`src/verilog/osc_ctrl_pkg.sv`:
```
// constants and carrier types for the twin oscillator clock switch
// Summary of operation
// - after initial reset the cpu runs from the low speed oscillator
// - software starts/stops the fast oscillator and selects the cpu clock
// - entering sleep stops both the slow and the fast oscillator
// - slow oscillator keeps feeding the timekeeping timers while fast runs cpu
// - slow oscillator gives a nominal 32.768 kHz clock for low power work
// - fast oscillator stops on the sleep instruction or enable written 0
// - select 1 gives cpu the fast oscillator, select 0 the slow one
// - fast oscillator may be disabled while cpu runs from slow one
// - after returning to slow clock, disabling the fast oscillator is instant
// - fast oscillator enable is bit 2 of address FF00, readable
// - cpu clock select is bit 3 of address FF00, readable
`default_nettype none
package osc_ctrl_pkg;
   localparam logic [15:0] OSC_CTRL_ADDR = 16'hFF00;
   localparam int FAST_EN_BIT = 2;
   localparam int CLK_SEL_BIT = 3;
   localparam logic FAST_EN_RESET = 1'h0;
   localparam logic CLK_SEL_RESET = 1'h0;
   // system clock and slow oscillator rates, in hertz
   localparam int SYS_CLK_HZ = 10000000;
   localparam int SLOW_OSC_HZ = 32768;
   localparam int ACC_W = 24;
   localparam logic [ACC_W-1:0] ACC_MODULUS = 24'h989680;
   localparam logic [ACC_W-1:0] ACC_STEP = 24'h008000;
   // spacing of slow ticks in system clocks, both lengths occur
   localparam int TICK_GAP_MIN = 305;
   localparam int TICK_GAP_MAX = 306;
   // fast oscillator settling time, least figure, in microseconds
   localparam int SETTLE_TIME_US = 1000;
   localparam int SETTLE_CYCLES =
      (SETTLE_TIME_US * (SYS_CLK_HZ / 1000000) + 0);
   localparam int SETTLE_W = 16;

   typedef struct packed {
      logic [15:0] addr;
      logic [3:0] wdata;
      logic wr;
      logic rd;
   } io_req_type;

   typedef enum logic [1:0] {
      ST_RUN = 2'b01,
      ST_SLEEP = 2'b10
   } power_state_type;
endpackage
`default_nettype wire

```
`src/verilog/osc_clock_switch.sv`:
```
// twin oscillator clock switch: control bits, sleep gating, clock enables
`timescale 1ns/1ns
`default_nettype none
module osc_clock_switch
   import osc_ctrl_pkg::*;
#(
   parameter int SETTLE_COUNT = SETTLE_CYCLES
)
(
   input wire logic sys_clk,
   input wire logic sys_rst,
   input wire io_req_type io_req,
   output logic [3:0] io_rdata,
   input wire logic sleep_instruction,
   input wire logic wake_event,
   output logic slow_osc_run,
   output logic fast_osc_run,
   output logic fast_osc_stable,
   output logic cpu_clock_select_out,
   output logic cpu_clk_en,
   output logic timer_tick
);
   logic fast_osc_enable_r;
   logic cpu_clock_select_r;
   logic [ACC_W-1:0] acc_r;
   logic [ACC_W:0] acc_sum;
   logic slow_tick_r;
   logic ctrl_wr;
   logic ctrl_rd;
   power_state_type state_r;
   power_state_type state_nxt;

   // one step of the fractional divider
   function automatic logic [ACC_W:0] acc_step(input logic [ACC_W-1:0] a);
      logic [ACC_W-1:0] sum;
      sum = a + ACC_STEP;
      if (sum >= ACC_MODULUS)
         acc_step = {1'b1, sum - ACC_MODULUS};
      else
         acc_step = {1'b0, sum};
   endfunction

   // next accumulator value with its carry in the top bit
   assign acc_sum = acc_step(acc_r);

   // address decode of the control word
   assign ctrl_wr = io_req.wr && (io_req.addr == OSC_CTRL_ADDR);
   assign ctrl_rd = io_req.rd && (io_req.addr == OSC_CTRL_ADDR);

   // control bits, cleared by initial reset
   always_ff @(posedge sys_clk)
   begin
      if (sys_rst)
      begin
         fast_osc_enable_r <= FAST_EN_RESET;
         cpu_clock_select_r <= CLK_SEL_RESET;
      end
      else if (ctrl_wr)
      begin
         fast_osc_enable_r <= io_req.wdata[FAST_EN_BIT];
         cpu_clock_select_r <= io_req.wdata[CLK_SEL_BIT];
      end
   end

   // read back; low two bits are unused and read 0
   always_ff @(posedge sys_clk)
   begin
      if (sys_rst)
         io_rdata <= 4'h0;
      else if (ctrl_rd)
      begin
         io_rdata <= 4'h0;
         io_rdata[FAST_EN_BIT] <= fast_osc_enable_r;
         io_rdata[CLK_SEL_BIT] <= cpu_clock_select_r;
      end
      else
         io_rdata <= 4'h0;
   end

   // power state: sleep wins over a simultaneous wake
   always_comb
   begin
      state_nxt = state_r;
      case (state_r)
         ST_RUN:
            if (sleep_instruction)
               state_nxt = ST_SLEEP;
         ST_SLEEP:
            if (wake_event && !sleep_instruction)
               state_nxt = ST_RUN;
         default:
            state_nxt = ST_RUN;
      endcase
   end

   always_ff @(posedge sys_clk)
   begin
      if (sys_rst)
         state_r <= ST_RUN;
      else
         state_r <= state_nxt;
   end

   // oscillator run outputs; both stop in sleep
   always_ff @(posedge sys_clk)
   begin
      if (sys_rst)
      begin
         slow_osc_run <= 1'b1;
         fast_osc_run <= 1'b0;
      end
      else
      begin
         slow_osc_run <= (state_nxt == ST_RUN);
         // disabling takes effect at once, no wait needed
         fast_osc_run <= (state_nxt == ST_RUN) &&
            (ctrl_wr ? io_req.wdata[FAST_EN_BIT] : fast_osc_enable_r);
      end
   end

   // slow clock model: 32.768 kHz enable from the 10 MHz clock
   always_ff @(posedge sys_clk)
   begin
      if (sys_rst)
      begin
         acc_r <= '0;
         slow_tick_r <= 1'b0;
      end
      else if (slow_osc_run)
      begin
         acc_r <= acc_sum[ACC_W-1:0];
         slow_tick_r <= acc_sum[ACC_W];
      end
      else
         slow_tick_r <= 1'b0;
   end

   settle_timer #(
      .CYCLES(SETTLE_COUNT)
   ) u_settle (
      .sys_clk(sys_clk),
      .sys_rst(sys_rst),
      .run(fast_osc_run),
      .stable(fast_osc_stable)
   );

   // cpu clock source; an unsettled fast clock just stalls the cpu,
   // software is expected to have waited before selecting it
   assign cpu_clock_select_out = cpu_clock_select_r;
   assign cpu_clk_en = (state_r == ST_RUN) && (cpu_clock_select_r ?
      (fast_osc_run && fast_osc_stable) : slow_tick_r);
   // timers always run from the slow clock, whatever the cpu uses
   assign timer_tick = slow_tick_r;

   // gap counter between slow ticks, for checking only
   logic [9:0] gap_r;
   always_ff @(posedge sys_clk)
   begin
      if (sys_rst || slow_tick_r || !slow_osc_run)
         gap_r <= 10'h000;
      else
         gap_r <= gap_r + 10'h001;
   end
   logic seen_tick_r;
   always_ff @(posedge sys_clk)
   begin
      if (sys_rst || !slow_osc_run)
         seen_tick_r <= 1'b0;
      else if (slow_tick_r)
         seen_tick_r <= 1'b1;
   end

   property p_reset_defaults;
      @(posedge sys_clk) sys_rst |=>
         !cpu_clock_select_out && !fast_osc_run && slow_osc_run;
   endproperty
   a_reset_defaults: assert property (p_reset_defaults)
      else $error("control bits not cleared by reset");

   property p_slow_after_reset;
      @(posedge sys_clk) disable iff (sys_rst)
      $fell(sys_rst) && !ctrl_wr |-> !cpu_clock_select_out &&
         slow_osc_run && (cpu_clk_en == slow_tick_r);
   endproperty
   a_slow_after_reset: assert property (p_slow_after_reset)
      else $error("cpu not on slow clock after reset");

   property p_sleep_stops;
      @(posedge sys_clk) disable iff (sys_rst)
      sleep_instruction |=> !slow_osc_run && !fast_osc_run && !cpu_clk_en;
   endproperty
   a_sleep_stops: assert property (p_sleep_stops)
      else $error("oscillators still run in sleep");

   property p_fast_off_on_clear;
      @(posedge sys_clk) disable iff (sys_rst)
      ctrl_wr && !io_req.wdata[FAST_EN_BIT] |=> !fast_osc_run ##1
         !fast_osc_stable;
   endproperty
   a_fast_off_on_clear: assert property (p_fast_off_on_clear)
      else $error("fast oscillator not stopped on clear");

   property p_fast_on;
      @(posedge sys_clk) disable iff (sys_rst)
      ctrl_wr && io_req.wdata[FAST_EN_BIT] && state_r == ST_RUN &&
         !sleep_instruction |=> fast_osc_run;
   endproperty
   a_fast_on: assert property (p_fast_on)
      else $error("fast oscillator not started");

   property p_select;
      @(posedge sys_clk) disable iff (sys_rst)
      state_r == ST_RUN && !cpu_clock_select_out |-> cpu_clk_en == slow_tick_r;
   endproperty
   a_select: assert property (p_select)
      else $error("cpu clock not following select");

   property p_timer_slow;
      @(posedge sys_clk) disable iff (sys_rst)
      cpu_clock_select_out && state_r == ST_RUN |->
         slow_osc_run && timer_tick == slow_tick_r;
   endproperty
   a_timer_slow: assert property (p_timer_slow)
      else $error("timer lost slow clock while fast selected");

   property p_slow_rate;
      @(posedge sys_clk) disable iff (sys_rst)
      slow_tick_r && seen_tick_r |-> gap_r >= 10'(TICK_GAP_MIN - 1) &&
         gap_r <= 10'(TICK_GAP_MAX - 1);
   endproperty
   a_slow_rate: assert property (p_slow_rate)
      else $error("slow tick spacing wrong");

   property p_readback;
      @(posedge sys_clk) disable iff (sys_rst)
      ctrl_wr ##1 (ctrl_rd && !ctrl_wr) |=>
         io_rdata[FAST_EN_BIT] == $past(io_req.wdata[FAST_EN_BIT], 2) &&
         io_rdata[CLK_SEL_BIT] == $past(io_req.wdata[CLK_SEL_BIT], 2) &&
         io_rdata[1:0] == 2'h0;
   endproperty
   a_readback: assert property (p_readback)
      else $error("control word read back wrong");

   property p_quick_disable;
      @(posedge sys_clk) disable iff (sys_rst)
      !cpu_clock_select_out && ctrl_wr && !io_req.wdata[CLK_SEL_BIT] &&
         !io_req.wdata[FAST_EN_BIT] |=> (!fast_osc_run && state_r == ST_RUN)
         [*2];
   endproperty
   a_quick_disable: assert property (p_quick_disable)
      else $error("disable on slow clock not immediate");

   c_fast_cpu: cover property (@(posedge sys_clk) disable iff (sys_rst)
      cpu_clock_select_out && cpu_clk_en);
   c_sleep_wake: cover property (@(posedge sys_clk) disable iff (sys_rst)
      state_r == ST_SLEEP ##1 state_r == ST_RUN);
   c_fast_settle: cover property (@(posedge sys_clk) disable iff (sys_rst)
      $rose(fast_osc_stable));
endmodule
`default_nettype wire

```
`src/verilog/settle_timer.sv`:
```
// settling timer: reports the fast oscillator stable after a fixed count
`timescale 1ns/1ns
`default_nettype none
module settle_timer
   import osc_ctrl_pkg::*;
#(
   parameter int CYCLES = SETTLE_CYCLES
)
(
   input wire logic sys_clk,
   input wire logic sys_rst,
   input wire logic run,
   output logic stable
);
   logic [SETTLE_W-1:0] count_r;

   // restarts whenever the oscillator is stopped, so a wake from sleep
   // waits the full settling time again
   always_ff @(posedge sys_clk)
   begin
      if (sys_rst || !run)
      begin
         count_r <= '0;
         stable <= 1'b0;
      end
      else if (count_r == SETTLE_W'(CYCLES - 1))
         stable <= 1'b1;
      else
         count_r <= count_r + SETTLE_W'(1);
   end
endmodule
`default_nettype wire

```
`config.mk`:
```
export PLATFORM = sky130hd
export DESIGN_NAME = osc_clock_switch
export DESIGN_NICKNAME = d
export VERILOG_FILES = /design/src/verilog/osc_ctrl_pkg.sv /design/src/verilog/osc_clock_switch.sv /design/src/verilog/settle_timer.sv
export SDC_FILE = /design/constraint.sdc
export NUM_CORES = 1
export LEC_CHECK = 0
export ABC_AREA = 1
export BUFFER_PORTS_ARGS = -buffer_cell sky130_fd_sc_hd__buf_4
export CAP_MARGIN = 10
export CORE_MARGIN = 10
export CORE_UTILIZATION = 60
export CTS_CLUSTER_SIZE = 30
export DETAILED_ROUTE_END_ITERATION = 8
export PLACE_DENSITY = 0.83
export SYNTH_ARGS = -nofsm -noshare
export SYNTH_HDL_FRONTEND = slang
export SYNTH_SLANG_ARGS = --single-unit
```
`constraint.sdc`:
```
create_clock -name sys_clk -period 4.5 [get_ports sys_clk]
set_input_delay 0.45 -clock sys_clk [delete_from_list [all_inputs] [get_ports sys_clk]]
set_output_delay 0.45 -clock sys_clk [all_outputs]
set_load 0.01 [all_outputs]
```
# == Yosys cells after proc, flatten, opt, wreduce, memory -nomap -nowiden ==
# Index checks and enable logic that the tools add are counted.
# Widths: inputs -> output; s select.
# word_totals
regBits,52
output_inout_bits,10
elab_cells,39
inputBits,26
# op_classes
n_reduce_logical,11
n_mux,6
order_cmp,1
n_eq_ne,5
add_sub_neg,3
n_bitwise,2
# ops
cell,n
$mux 25,1
$add 24x16->24 const B,1
$ge 24x24->1 const B,1
$sub 24x24->24 const B,1
$add 16x1->16 const B,1
$eq 16x14->1 const B,1
$eq 16x16->1 const B,1
$logic_and 1x1->1,6
$eq 2x1->1 const B,2
$mux 2,2
$pmux 2 s2,1
$reduce_or 2->1,2
$eq 2x2->1 const B,1
$logic_not 1->1,2
$mux 1,2
$not 1->1,2
$logic_or 1x1->1,1

# == Longest topological paths before layout ==
# Gate-level depths: netlist of run 1.
# depth
word_depth,6
ltp_mapped,15
mapped_depth_nobuf,15

# == Cells and area by module ==
# From an unflattened synthesis of run 1, not the netlist that was laid out.
# hier_totals
cells_unflattened,422
hier_area_um2,2741.4
# by_module_without_submodules
mod,seq_area_each_um2,area_per_inst_um2,cells_per_inst,instances
osc_clock_switch,520.5,1861.8,294,1
settle_timer,340.3,879.6,128,1

# == Worst setup path before layout of run 1 ==
# No wires, ideal clock.
# synth_timing
kind,flip-flop to flip-flop
start,register acc_r[15]
end,register acc_r[18]
setup_slack_ns,2.611
t_arrival_ns,1.780
setup_ns,0.109
path_buffers,1
required_time_ns,4.391
stages_incl_launch_ff,16
synth_period_minus_slack_ns,1.889
path_cell_list,dfxtp_1 -> ha_1 -> nand2_1 -> inv_2 -> nand3_1 -> nand2_1 -> nand2_2 -> nor2_4 -> nand2_1 -> nand2_4 -> nand2_4 -> buf_8 -> nand2_1 -> nand3_1 -> nand2_1 -> inv_1
# synth_between
elab_chain_len,3
elab_cells_between_ends,4
cone_classes,2 x add/sub; 1 x order compare; 1 x mux
# synth_lines
item,line,rtl
start: declaration,osc_clock_switch.sv:25,logic [ACC_W-1:0] acc_r;
start signal: assignment,osc_clock_switch.sv:131,acc_r <= acc_sum[ACC_W-1:0];
$add 24x16->24 *,osc_clock_switch.sv:36,sum = a + ACC_STEP;
$sub 24x24->24 or $ge 24x24->1 (tied branches),"osc_clock_switch.sv:38, osc_clock_switch.sv:37",
$mux 25 *,osc_clock_switch.sv:37,if (sum >= ACC_MODULUS)
# Every way passes the cells marked *; elsewhere a longest branch is shown, timed or not.
# A chain may end at the register's enable or synchronous reset.

# == Final worst setup path of run 1 ==
# layout_timing
start,register acc_r[15]
end,register acc_r[7]
# layout_between
elab_chain_len,3
# layout_lines
item,line
$add 24x16->24,osc_clock_switch.sv:36
$ge 24x24->1,osc_clock_switch.sv:37
$mux 25,osc_clock_switch.sv:37
# No other way between the ends.

==> reports/qor.tcl, run 1 <==
set qor(hpwl_mm) 4.52
set qor(hold_path.startpoint) {io_req[5]}
set qor(wl_per_cell_um) 11.9
set qor(final_area_um2) 3000
set qor(num-nets-final) 470
set qor(synth_top_family_by_area) {simple AND/OR/NAND/NOR gates}
set qor(place_ws_ps) 2250
set qor(rr_endpoint) {acc_r[7]}
set qor(clock_latency_ps) 300
set qor(placed_cells_incl_taps) 482
set qor(yosys.area_share.adder_pct) 3.32
set qor(multi_input_area_um2) 1510
set qor(async_reset_ff_share_pct) 0
set qor(cts_setup_buffers) 0
set qor(required_time_of_the_critical_path_ps) 4700
set qor(cp_max_fo) 16
set qor(worstSetupStartpointType) {flip-flop}
set qor(post_route_cells_drive_above_1_share_pct) 13.7
set qor(cp_data_arrival_time_ps) 2470
set qor(die_w_um) 86.3
set qor(max_slew.worst_pin.slew_ps) 763
set qor(number_of_buffers_created_by_cts) 5
set qor(drv.max_cap_violation_count) 0
set qor(placement_rows) 24
set qor(syn_to_final_growth_pct) 13.8
set qor(finalHoldViolCount) 0
set qor(gpl.final_weighted_congestion) 0.855
set qor(port-buffer-count) 31
set qor(synth_compound_area_share_pct) 9.39
set qor(cts_htree_levels) 2
set qor(outcome) {complete, no violations}
set qor(start_util_pct) 61.5
set qor(chipHeight_um) 86.3
set qor(maxSlewViolCount) 0
set qor(wire_length_of_the_first_global_routing_pass_mm) 10.2
set qor(regToRegStartpoint) {acc_r[15]}
set qor(post-route-drc-count) 0
set qor(synth_xor_area_share_pct) 3.32
set qor(pwr_density_cell_nw_per_um2) 481
set qor(final_cell_count_no_fill) 490
set qor(fin_setup_tns_ps) 0
set qor(dr_total_vias) 2555
set qor(worst_setup_path_category) {flip-flop to flip-flop}
set qor(wirelength_mm) 5.85
set qor(holdPathEnd) {cpu_clock_select_out}
set qor(post_drt_via_cell_ratio) 5.21
set qor(post_place_cell_area_um2) 2880
set qor(final.setup.worst_slack_ps) 2220
set qor(synth-seq-area-share_pct) 32.6
set qor(grt_overflow) 0
set qor(iteration_0_drc_markers) 124
set qor(ys.flop_type) {sky130_fd_sc_hd__dfxtp_1}
set qor(synth_simple_gate_area_share_pct) 40.9
set qor(final_util_pct) 69.9
set qor(synth_cells) 406
set qor(setup.reg_to_reg.worst_slack_ps) 2220
set qor(ioPinCount) 36
set qor(die_area_um2) 7450
set qor(clk_pin_slew_ps) 80
set qor(synth_seq_cells) 43
set qor(synth_area_um2) 2640
set qor(cts_resized) 0
set qor(rsz0062_at_grt) {false}
set qor(globalRouteTotalUtil_pct) 16.3
set qor(cts_hold_buf) 0
set qor(power_leakage_nw) 1.39
set qor(final.setup_skew_ps) 5.09
set qor(yosysWarningCount) 0
set qor(tritoncts) {done}
set qor(ir_worst_vdd_mv) 0.292
set qor(period_needed_ps) 2280
set qor(layout_fillers) 368
set qor(synth.lib_cells_used.distinct) 36
set qor(synth-edff-count) 0
set qor(worst_r2r_path_depth) 12
set qor(syn-mean-instance-area_um2) 6.50
set qor(area.sequential_um2) 861
set qor(max_freq_mhz) 439
set qor(placeableCoreArea_um2) 4290
set qor(num_antenna_cells) 0
set qor(drtAntennaViolNets) 0
set qor(cts-root-buf) {sky130_fd_sc_hd__clkbuf_8}
set qor(final-setup-viol-count) 0
set qor(slew_headroom_pct) 49.1
set qor(firstDrtPassIters) 4
set qor(antenna_found_initial) 0
set qor(end_kind) {flip-flop}
set qor(clock_sink_count) 43
set qor(min-delay-path-class) {primary input to flip-flop}
set qor(grt_max_degree) 22
set qor(grt_pass1_vias) 2446
set qor(clk_path_buf_depth) 2
set qor(fin_crit_sh_pct) 50.6
set qor(hold_path_depth) 3
set qor(synthMuxAreaShare_pct) 0
worst max-delay path, stage by stage, from the launching register on:
cell                      delay [ps]
sky130_fd_sc_hd__dfxtp_1         500
sky130_fd_sc_hd__ha_1            310
sky130_fd_sc_hd__nand2_1         120
sky130_fd_sc_hd__nand2_2         130
sky130_fd_sc_hd__nand2_1          90
sky130_fd_sc_hd__nor2_2          150
sky130_fd_sc_hd__nand2_1          70
sky130_fd_sc_hd__nand2_1         100
sky130_fd_sc_hd__nand3_4         130
sky130_fd_sc_hd__nand2_4         200
sky130_fd_sc_hd__nand2_4         120
sky130_fd_sc_hd__o21ai_0         190
sky130_fd_sc_hd__nor2_1           60
metrics by stage:
stage          power (W)  hold slack [ps]
2_1_floorplan    0.00101              408
3_3_place_gp     0.00111              426
3_5_place_dp     0.00113              425
4_1_cts          0.00145              429
5_1_grt          0.00157              450
6_report         0.00144              436
report_power, final:
group | total [W] | internal (W) | switching [W]
Sequential | 0.000525 | 0.000436 | 0.0000891
Combinational | 0.000601 | 0.000233 | 0.000368
Clock | 0.000319 | 0.000183 | 0.000136
Total | 0.00144 | 0.000851 | 0.000593
cell type report:
type,instances,share of cell area [%]
repair buffers,31,7.75
clock inverters,2,1.29
multi-input cells,299,50.3
inverters,57,7.12
clock buffers,6,2.75
flip-flops and latches,43,28.7
well taps,52,2.17
how the worst max path moves through the flow:
stage | startpoint | endpoint | slack (ps) | depth (start not counted)
floorplan | acc_r[15] | acc_r[18] | 2610 | 15
global placement | acc_r[15] | acc_r[7] | 2300 | 12
detailed placement | acc_r[15] | acc_r[8] | 2250 | 14
CTS | acc_r[15] | acc_r[8] | 2230 | 14
global route | acc_r[15] | acc_r[8] | 1980 | 14
finish | acc_r[15] | acc_r[7] | 2220 | 12
cells by family (layout without fill, tap and decap cells):
logic type / Yosys count / after routing
buf+inv: 65 / 96
fa+ha+maj: 7 / 7
compound gates: 47 / 47
xor+xnor: 10 / 10
simple gates: 233 / 233
flops: 43 / 43
other cells: 1 / 2
registers in the layout, indices dropped and copies added (netlist names):
| register | count |
|---|---|
| acc_r | 17 |
| u_settle.count_r | 16 |
| io_rdata | 2 |
| state_r | 2 |
| cpu_clock_select_out | 1 |
| fast_osc_enable_r | 1 |
| fast_osc_run | 1 |
| slow_osc_run | 1 |
| timer_tick | 1 |
| u_settle.stable | 1 |
cell usage after synthesis (2+ instances only):
master / instances / area (µm²)
sky130_fd_sc_hd__clkbuf_1: 2 / 7.51
sky130_fd_sc_hd__nor2_1: 43 / 161
sky130_fd_sc_hd__o21a_1: 2 / 15.0
sky130_fd_sc_hd__dfxtp_1: 43 / 861
sky130_fd_sc_hd__buf_2: 2 / 10.0
sky130_fd_sc_hd__buf_4: 2 / 15.0
sky130_fd_sc_hd__nor3_1: 11 / 55.1
sky130_fd_sc_hd__nand2_4: 3 / 33.8
sky130_fd_sc_hd__nand3b_1: 4 / 30.0
sky130_fd_sc_hd__nand2_2: 6 / 37.5
sky130_fd_sc_hd__inv_1: 52 / 195
sky130_fd_sc_hd__nor3b_1: 2 / 15.0
sky130_fd_sc_hd__nand4_1: 6 / 37.5
sky130_fd_sc_hd__nor4_1: 5 / 31.3
sky130_fd_sc_hd__o21ai_0: 13 / 65.1
sky130_fd_sc_hd__xnor2_1: 2 / 17.5
sky130_fd_sc_hd__nand3_1: 36 / 180
sky130_fd_sc_hd__a21oi_1: 29 / 145
sky130_fd_sc_hd__nor2_4: 3 / 33.8
sky130_fd_sc_hd__ha_1: 7 / 87.6
sky130_fd_sc_hd__nand2_1: 106 / 398
sky130_fd_sc_hd__nor2_2: 3 / 18.8
sky130_fd_sc_hd__inv_2: 4 / 15.0
sky130_fd_sc_hd__xor2_1: 8 / 70.1
placed cells by master (no fill, tap or decap), drive strengths merged, types with 2 or more instances in the layout:
cell type    n
a21oi       29
buf         31
clkbuf       6
conb         2
dfxtp       43
ha           7
inv         57
nand2      115
nand3       38
nand3b       4
nand4        6
nor2        49
nor3        11
nor3b        2
nor4         5
o21a         2
o21ai       13
xnor2        2
xor2         8
metal layers:
metal  vias to the layer above  wire length, µm  track usage, %
li1                       1351                -               -
met1                      1152             2460            17.2
met2                        42             3080            30.8
met3                        10              199            3.19
met4                         0              104            6.19
met5                         -                0               0
No activity file was read; power rests on OpenSTA's default activity.
==> run 2: changes to the inputs <==
--- a/config.mk
+++ b/config.mk
@@ -9,10 +9,10 @@
 export BUFFER_PORTS_ARGS = -buffer_cell sky130_fd_sc_hd__buf_4
 export CAP_MARGIN = 10
 export CORE_MARGIN = 10
-export CORE_UTILIZATION = 60
+export CORE_UTILIZATION = 57
 export CTS_CLUSTER_SIZE = 30
 export DETAILED_ROUTE_END_ITERATION = 8
-export PLACE_DENSITY = 0.83
+export PLACE_DENSITY = 0.79
 export SYNTH_ARGS = -nofsm -noshare
 export SYNTH_HDL_FRONTEND = slang
 export SYNTH_SLANG_ARGS = --single-unit
==> constraint.sdc (replaced) <==
create_clock -name sys_clk -period 2.3 [get_ports sys_clk]
set_input_delay 0.23 -clock sys_clk [delete_from_list [all_inputs] [get_ports sys_clk]]
set_output_delay 0.23 -clock sys_clk [all_outputs]
set_load 0.01 [all_outputs]
==> run 2 against run 1 <==
Effect of this change:
- sequential share of layout area is 0.060 points lower
- maximum frequency is 12% higher
- first-iteration DRC count is 15% higher
- clock power is 60% higher
- clock skew is 5.2 ps higher
- power is 89% higher
- critical path depth is 2 higher
- largest cell class unchanged
- highest routed layer unchanged
==> reports/qor.tcl, run 2 (same netlist as run 1, synthesis figures left out) <==
set qor(ioPinCount) 36
set qor(start_util_pct) 59.8
set qor(drv.max_cap_violation_count) 0
set qor(clock_sink_count) 43
set qor(placed_cells_incl_taps) 485
set qor(hpwl_mm) 4.30
set qor(layout_commonest_cell) {sky130_fd_sc_hd__nand2_1}
set qor(iteration_0_drc_markers) 143
set qor(worstSetupStartpointType) {flip-flop}
set qor(clock_latency_ps) 290
set qor(fin_setup_tns_ps) 0
set qor(outcome) {complete, no violations}
set qor(final.setup_skew_ps) 10.3
set qor(ir_worst_vdd_mv) 0.542
set qor(reg_top3) {acc_r: 17 flops, u_settle.count_r: 16 flops}
set qor(clk_path_buf_depth) 2
set qor(max_slew.worst_pin.slew_ps) 515
set qor(cts_setup_buffers) 0
set qor(max_flop_register) {acc_r}
set qor(worstPathCellList) {ha_2 > nand2_1 > inv_2 > nand3_1 > nand2_1 > nand2_2 > nor2_4 > nand2_1 > nand2_4 > nand2_8 > nand2_4 > inv_2 > nor2_1 > nor2_1}
set qor(grt_max_degree) 18
set qor(grt_overflow) 0
set qor(num_antenna_cells) 0
set qor(p_sw_share_pct) 41.3
set qor(layout_fillers) 394
set qor(number_of_buffers_created_by_cts) 5
set qor(grt_pass1_vias) 2370
set qor(antenna_found_initial) 0
set qor(chipHeight_um) 88.0
set qor(power_leakage_nw) 1.39
set qor(clk_pin_slew_ps) 80
set qor(worst_r2r_path_depth) 14
set qor(final-setup-viol-count) 0
set qor(post_drt_via_cell_ratio) 5.05
set qor(min-delay-path-class) {primary input to flip-flop}
set qor(share_clk_of_total_power_pct) 18.7
set qor(max_ffs_per_register) 17
set qor(placement_rows) 24
set qor(maxSlewViolCount) 0
set qor(fin_crit_sh_pct) 88.5
set qor(post_route_cells_drive_above_1_share_pct) 14.7
set qor(pwr-share-comb_pct) 45.3
set qor(final_util_pct) 68.4
set qor(rr_endpoint) {acc_r[7]}
set qor(post-route-drc-count) 0
set qor(internal_power_w) 0.00160
set qor(placeableCoreArea_um2) 4410
set qor(rsz0062_at_grt) {false}
set qor(die_area_um2) 7750
set qor(seq_power_share_pct) 35.9
set qor(final_area_um2) 3020
set qor(num-nets-final) 473
set qor(critPathMostFrequentCell) {sky130_fd_sc_hd__nand2_1}
set qor(gpl.final_weighted_congestion) 0.957
set qor(crit_path_top_delay_cell) {sky130_fd_sc_hd__dfxtp_2}
set qor(final_cell_mix) {sky130_fd_sc_hd__nand2_1 (106), sky130_fd_sc_hd__inv_1 (52), sky130_fd_sc_hd__nor2_1 (43)}
set qor(required_time_of_the_critical_path_ps) 2490
set qor(final_cell_count_no_fill) 493
set qor(dr_total_vias) 2491
set qor(drtAntennaViolNets) 0
set qor(startpoint) {acc_r[15]}
set qor(period_needed_ps) 2040
set qor(max_freq_mhz) 491
set qor(post_place_cell_area_um2) 2900
set qor(firstDrtPassIters) 4
set qor(die_w_um) 88.0
set qor(port-buffer-count) 31
set qor(syn_to_final_growth_pct) 14.4
set qor(slew_headroom_pct) 65.3
set qor(worst_setup_path_category) {flip-flop to flip-flop}
set qor(cts_hold_buf) 0
set qor(power.switching_w) 0.00112
set qor(finalHoldViolCount) 0
set qor(globalRouteTotalUtil_pct) 15.2
set qor(pwr_density_cell_nw_per_um2) 903
set qor(cp_max_fo) 16
set qor(wirelength_mm) 5.51
set qor(end_kind) {flip-flop}
set qor(setup.reg_to_reg.worst_slack_ps) 260
set qor(cts-root-buf) {sky130_fd_sc_hd__clkbuf_8}
set qor(regToRegStartpoint) {acc_r[15]}
set qor(fin_worst_hold_slack_ps) 224
set qor(worst_path_largest_cell_delay_ps) 400
set qor(wire_length_of_the_first_global_routing_pass_mm) 9.89
set qor(cp-endpoint) {acc_r[7]}
set qor(cp_data_arrival_time_ps) 2230
set qor(cts_htree_levels) 2
set qor(wl_per_cell_um) 11.2
set qor(tritoncts) {done}
run 2: cell count changes in the layout (fill, tap and decap cells not counted), sizes merged:
cell    delta
inv        -1
buf        +3
bufinv     -1
clkbuf     +2
run 2: worst min path at each step:
stage                           start          end  cells past startpoint
finish                      io_req[0]  io_rdata[3]                      3
global route                io_req[0]  io_rdata[2]                      3
CTS                         io_req[0]  io_rdata[3]                      3
detailed placement  fast_osc_enable_r  io_rdata[2]                      2
global placement    fast_osc_enable_r  io_rdata[2]                      2
floorplan                   io_req[0]  io_rdata[2]                      2
run 2: metal layers:
layer	vias to the layer above	global-route usage [%]	wire length [µm]	share of wire (%)
met3	8	3.62	121	2.2
met4	0	4.42	73	1.3
met5	-	0	0	0
met2	21	27.2	2760	50
li1	1363	-	-	-
met1	1099	17.6	2550	46
run 2: repair_timing:
action / 4_1_cts / 5_1_grt
hold endpoints to repair: 0 / 0
resized for setup: 0 / 4
setup endpoints to repair: 0 / 17
run 2: per-stage QoR:
step | power (W) | setup WS, ps
floorplan | 0.00198 | 411
global placement | 0.00219 | 164
detailed placement | 0.00221 | 111
CTS | 0.00273 | 85.8
global route | 0.00298 | 26.9
finish | 0.00272 | 264
run 2: worst max-delay path, delay by kind of cell (launching register included):
kind | cells | cell delay (ps)
AND/OR/NAND/NOR | 11 | 1140
flip-flops | 1 | 400
buffers and inverters | 2 | 150
adder cells (fa/ha/maj) | 1 | 250
run 2: power by group through the flow:
stage	Sequential (W)	Clock, W	Combinational, W
floorplan	0.000959	0	0.00103
CTS	0.000974	0.000527	0.00123
global route	0.00100	0.000553	0.00142
global placement	0.000988	0	0.00120
finish	0.000979	0.000511	0.00124
detailed placement	0.000992	0	0.00122
run 2: cell type report:
type                       instances  area, µm²  share of cell area (%)
sequential                        43        863                    28.6
clock buffer                       8        100                    3.32
inverter                          57        214                    7.09
tap                               52       65.1                    2.16
multi-input combinational        299       1520                    50.4
timing repair buffer              34        255                    8.46
==> run 3: changes to the inputs <==
--- a/config.mk
+++ b/config.mk
@@ -12,7 +12,9 @@
 export CORE_UTILIZATION = 57
 export CTS_CLUSTER_SIZE = 30
 export DETAILED_ROUTE_END_ITERATION = 8
+export MAX_ROUTING_LAYER = met4
 export PLACE_DENSITY = 0.79
+export SKIP_LAST_GASP = 1
 export SYNTH_ARGS = -nofsm -noshare
 export SYNTH_HDL_FRONTEND = slang
 export SYNTH_SLANG_ARGS = --single-unit
==> run 3 against run 2 <==
Effect of this change:
- die area unchanged
- sequential power barely moved
- clock skew grew 4.2 ps
- first-iteration DRC count is 47% higher
==> reports/qor.tcl, run 3 (same netlist as run 1, synthesis figures left out) <==
set qor(worstSetupStartpointType) {flip-flop}
set qor(grt_overflow) 0
set qor(tritoncts) {done}
set qor(dr_total_vias) 2502
set qor(startpoint) {acc_r[16]}
set qor(num-nets-final) 473
set qor(worst_setup_path_category) {flip-flop to flip-flop}
set qor(drv.max_cap_violation_count) 0
set qor(wire_length_of_the_first_global_routing_pass_mm) 9.74
set qor(pwr_density_cell_nw_per_um2) 921
set qor(die_area_um2) 7750
set qor(die_w_um) 88.0
set qor(drtAntennaViolNets) 0
set qor(cts_setup_buffers) 0
set qor(max_flop_register) {acc_r}
set qor(cp_data_arrival_time_ps) 2310
set qor(max_slew.worst_pin.slew_ps) 509
set qor(cts_htree_levels) 2
set qor(antenna_found_initial) 0
set qor(iteration_0_drc_markers) 210
set qor(num_antenna_cells) 0
set qor(rsz0062_at_grt) {false}
set qor(firstDrtPassIters) 4
set qor(placeableCoreArea_um2) 4410
set qor(reg_top3) {acc_r: 17 flops, u_settle.count_r: 16 flops}
set qor(cts_hold_buf) 0
set qor(grt_max_degree) 18
set qor(placement_rows) 24
set qor(grt_pass1_vias) 2347
set qor(final_area_um2) 3010
set qor(power_leakage_nw) 1.39
set qor(chipHeight_um) 88.0
set qor(max_freq_mhz) 473
set qor(cp-endpoint) {acc_r[7]}
set qor(end_kind) {flip-flop}
set qor(layout_commonest_cell) {sky130_fd_sc_hd__nand2_1}
set qor(post_drt_via_cell_ratio) 5.09
set qor(setup.reg_to_reg.worst_slack_ps) 190
set qor(syn_to_final_growth_pct) 14.1
set qor(final-setup-viol-count) 0
set qor(number_of_buffers_created_by_cts) 5
set qor(period_needed_ps) 2110
set qor(hold_path.startpoint) {io_req[0]}
set qor(worst_r2r_path_depth) 14
set qor(gpl.final_weighted_congestion) 0.963
set qor(maxSlewViolCount) 0
set qor(clk_pin_slew_ps) 80
set qor(required_time_of_the_critical_path_ps) 2500
set qor(finalHoldViolCount) 0
set qor(rr_endpoint) {acc_r[7]}
set qor(final_cell_mix) {sky130_fd_sc_hd__nand2_1 (106), sky130_fd_sc_hd__inv_1 (52), sky130_fd_sc_hd__nor2_1 (43)}
set qor(fin_setup_tns_ps) 0
set qor(clk_path_buf_depth) 2
set qor(post_place_cell_area_um2) 2900
set qor(min-delay-path-class) {primary input to flip-flop}
set qor(start_util_pct) 59.8
set qor(outcome) {complete, no violations}
set qor(clock_latency_ps) 290
set qor(final.setup_skew_ps) 14.5
set qor(layout_fillers) 405
set qor(max_ffs_per_register) 17
set qor(wl_per_cell_um) 11.4
set qor(ioPinCount) 36
set qor(post-route-drc-count) 0
set qor(wirelength_mm) 5.62
set qor(hpwl_mm) 4.39
set qor(globalRouteTotalUtil_pct) 15.5
set qor(port-buffer-count) 31
set qor(post_route_cells_drive_above_1_share_pct) 14.3
set qor(cp_max_fo) 16
set qor(clock_sink_count) 43
set qor(fin_crit_sh_pct) 91.9
set qor(regToRegStartpoint) {acc_r[16]}
set qor(ir_worst_vdd_mv) 0.495
set qor(slew_headroom_pct) 65.8
set qor(cts-root-buf) {sky130_fd_sc_hd__clkbuf_8}
==> run 3: worst min-delay path by stage <==
| stage | endpoint | cells past startpoint | slack [ps] |
|---|---|---|---|
| 3_3_place_gp | io_rdata[2] | 2 | 430 |
| 4_1_cts | io_rdata[3] | 3 | 220 |
| 5_1_grt | io_rdata[2] | 3 | 240 |
| 3_5_place_dp | io_rdata[2] | 2 | 420 |
| 2_1_floorplan | io_rdata[2] | 2 | 390 |
| 6_report | io_rdata[3] | 3 | 230 |
==> run 3: power breakdown <==
group	total (W)	switching [W]	internal (W)
sequential	0.000980	0.000125	0.000855
combinational	0.00124	0.000769	0.000467
clock	0.000557	0.000238	0.000318
total	0.00277	0.00113	0.00164
==> run 3: area by class of cell <==
class	count	area, µm²	share of cell area (%)
flip-flops and latches	43	862	28.6
repair buffers	34	255	8.48
multi-input cells	299	1510	50.2
clock buffers	6	72.6	2.41
clock inverters	1	30.0	0.998
inverters	57	214	7.11
well taps	52	65.1	2.16
==> run 3: critical path: stages (launching register included) <==
cell and delay, ps:
sky130_fd_sc_hd__dfxtp_1 430, sky130_fd_sc_hd__ha_2 280, sky130_fd_sc_hd__nand2_1 110, sky130_fd_sc_hd__inv_2 100
sky130_fd_sc_hd__nand3_1 60, sky130_fd_sc_hd__nand2_1 70, sky130_fd_sc_hd__nand2_2 100, sky130_fd_sc_hd__nor2_4 140
sky130_fd_sc_hd__nand2_1 110, sky130_fd_sc_hd__nand2_4 130, sky130_fd_sc_hd__nand2_4 150, sky130_fd_sc_hd__nand2_4 150
sky130_fd_sc_hd__inv_2 50, sky130_fd_sc_hd__nor2_1 80, sky130_fd_sc_hd__nor2_1 50
==> run 3: through the flow <==
stage | cells | hold WS, ps | power, W | setup slack, ps | util, %
floorplan | 407 | 392 | 0.00198 | 411 | -
global placement | 485 | 428 | 0.00219 | 167 | 65.8
detailed placement | 485 | 424 | 0.00222 | 101 | 65.8
CTS | 492 | 224 | 0.00279 | 87.3 | 68.1
global route | 492 | 239 | 0.00302 | 13.7 | 68.2
finish | 492 | 225 | 0.00277 | 186 | 68.2
==> run 3: repair_timing <==
item                                    CTS  global route
resized for setup                         0             2
endpoints found under the hold margin     0             0
endpoints found under the setup margin    0            17
==> run 3: per-layer routing <==
metal	global-route usage, %	vias to the layer above	share of wire, %
li1	-	1358	-
met1	17.2	1109	45
met2	27.6	29	51
met3	2.88	6	2.8
met4	4.42	0	0.93
met5	-	-	0
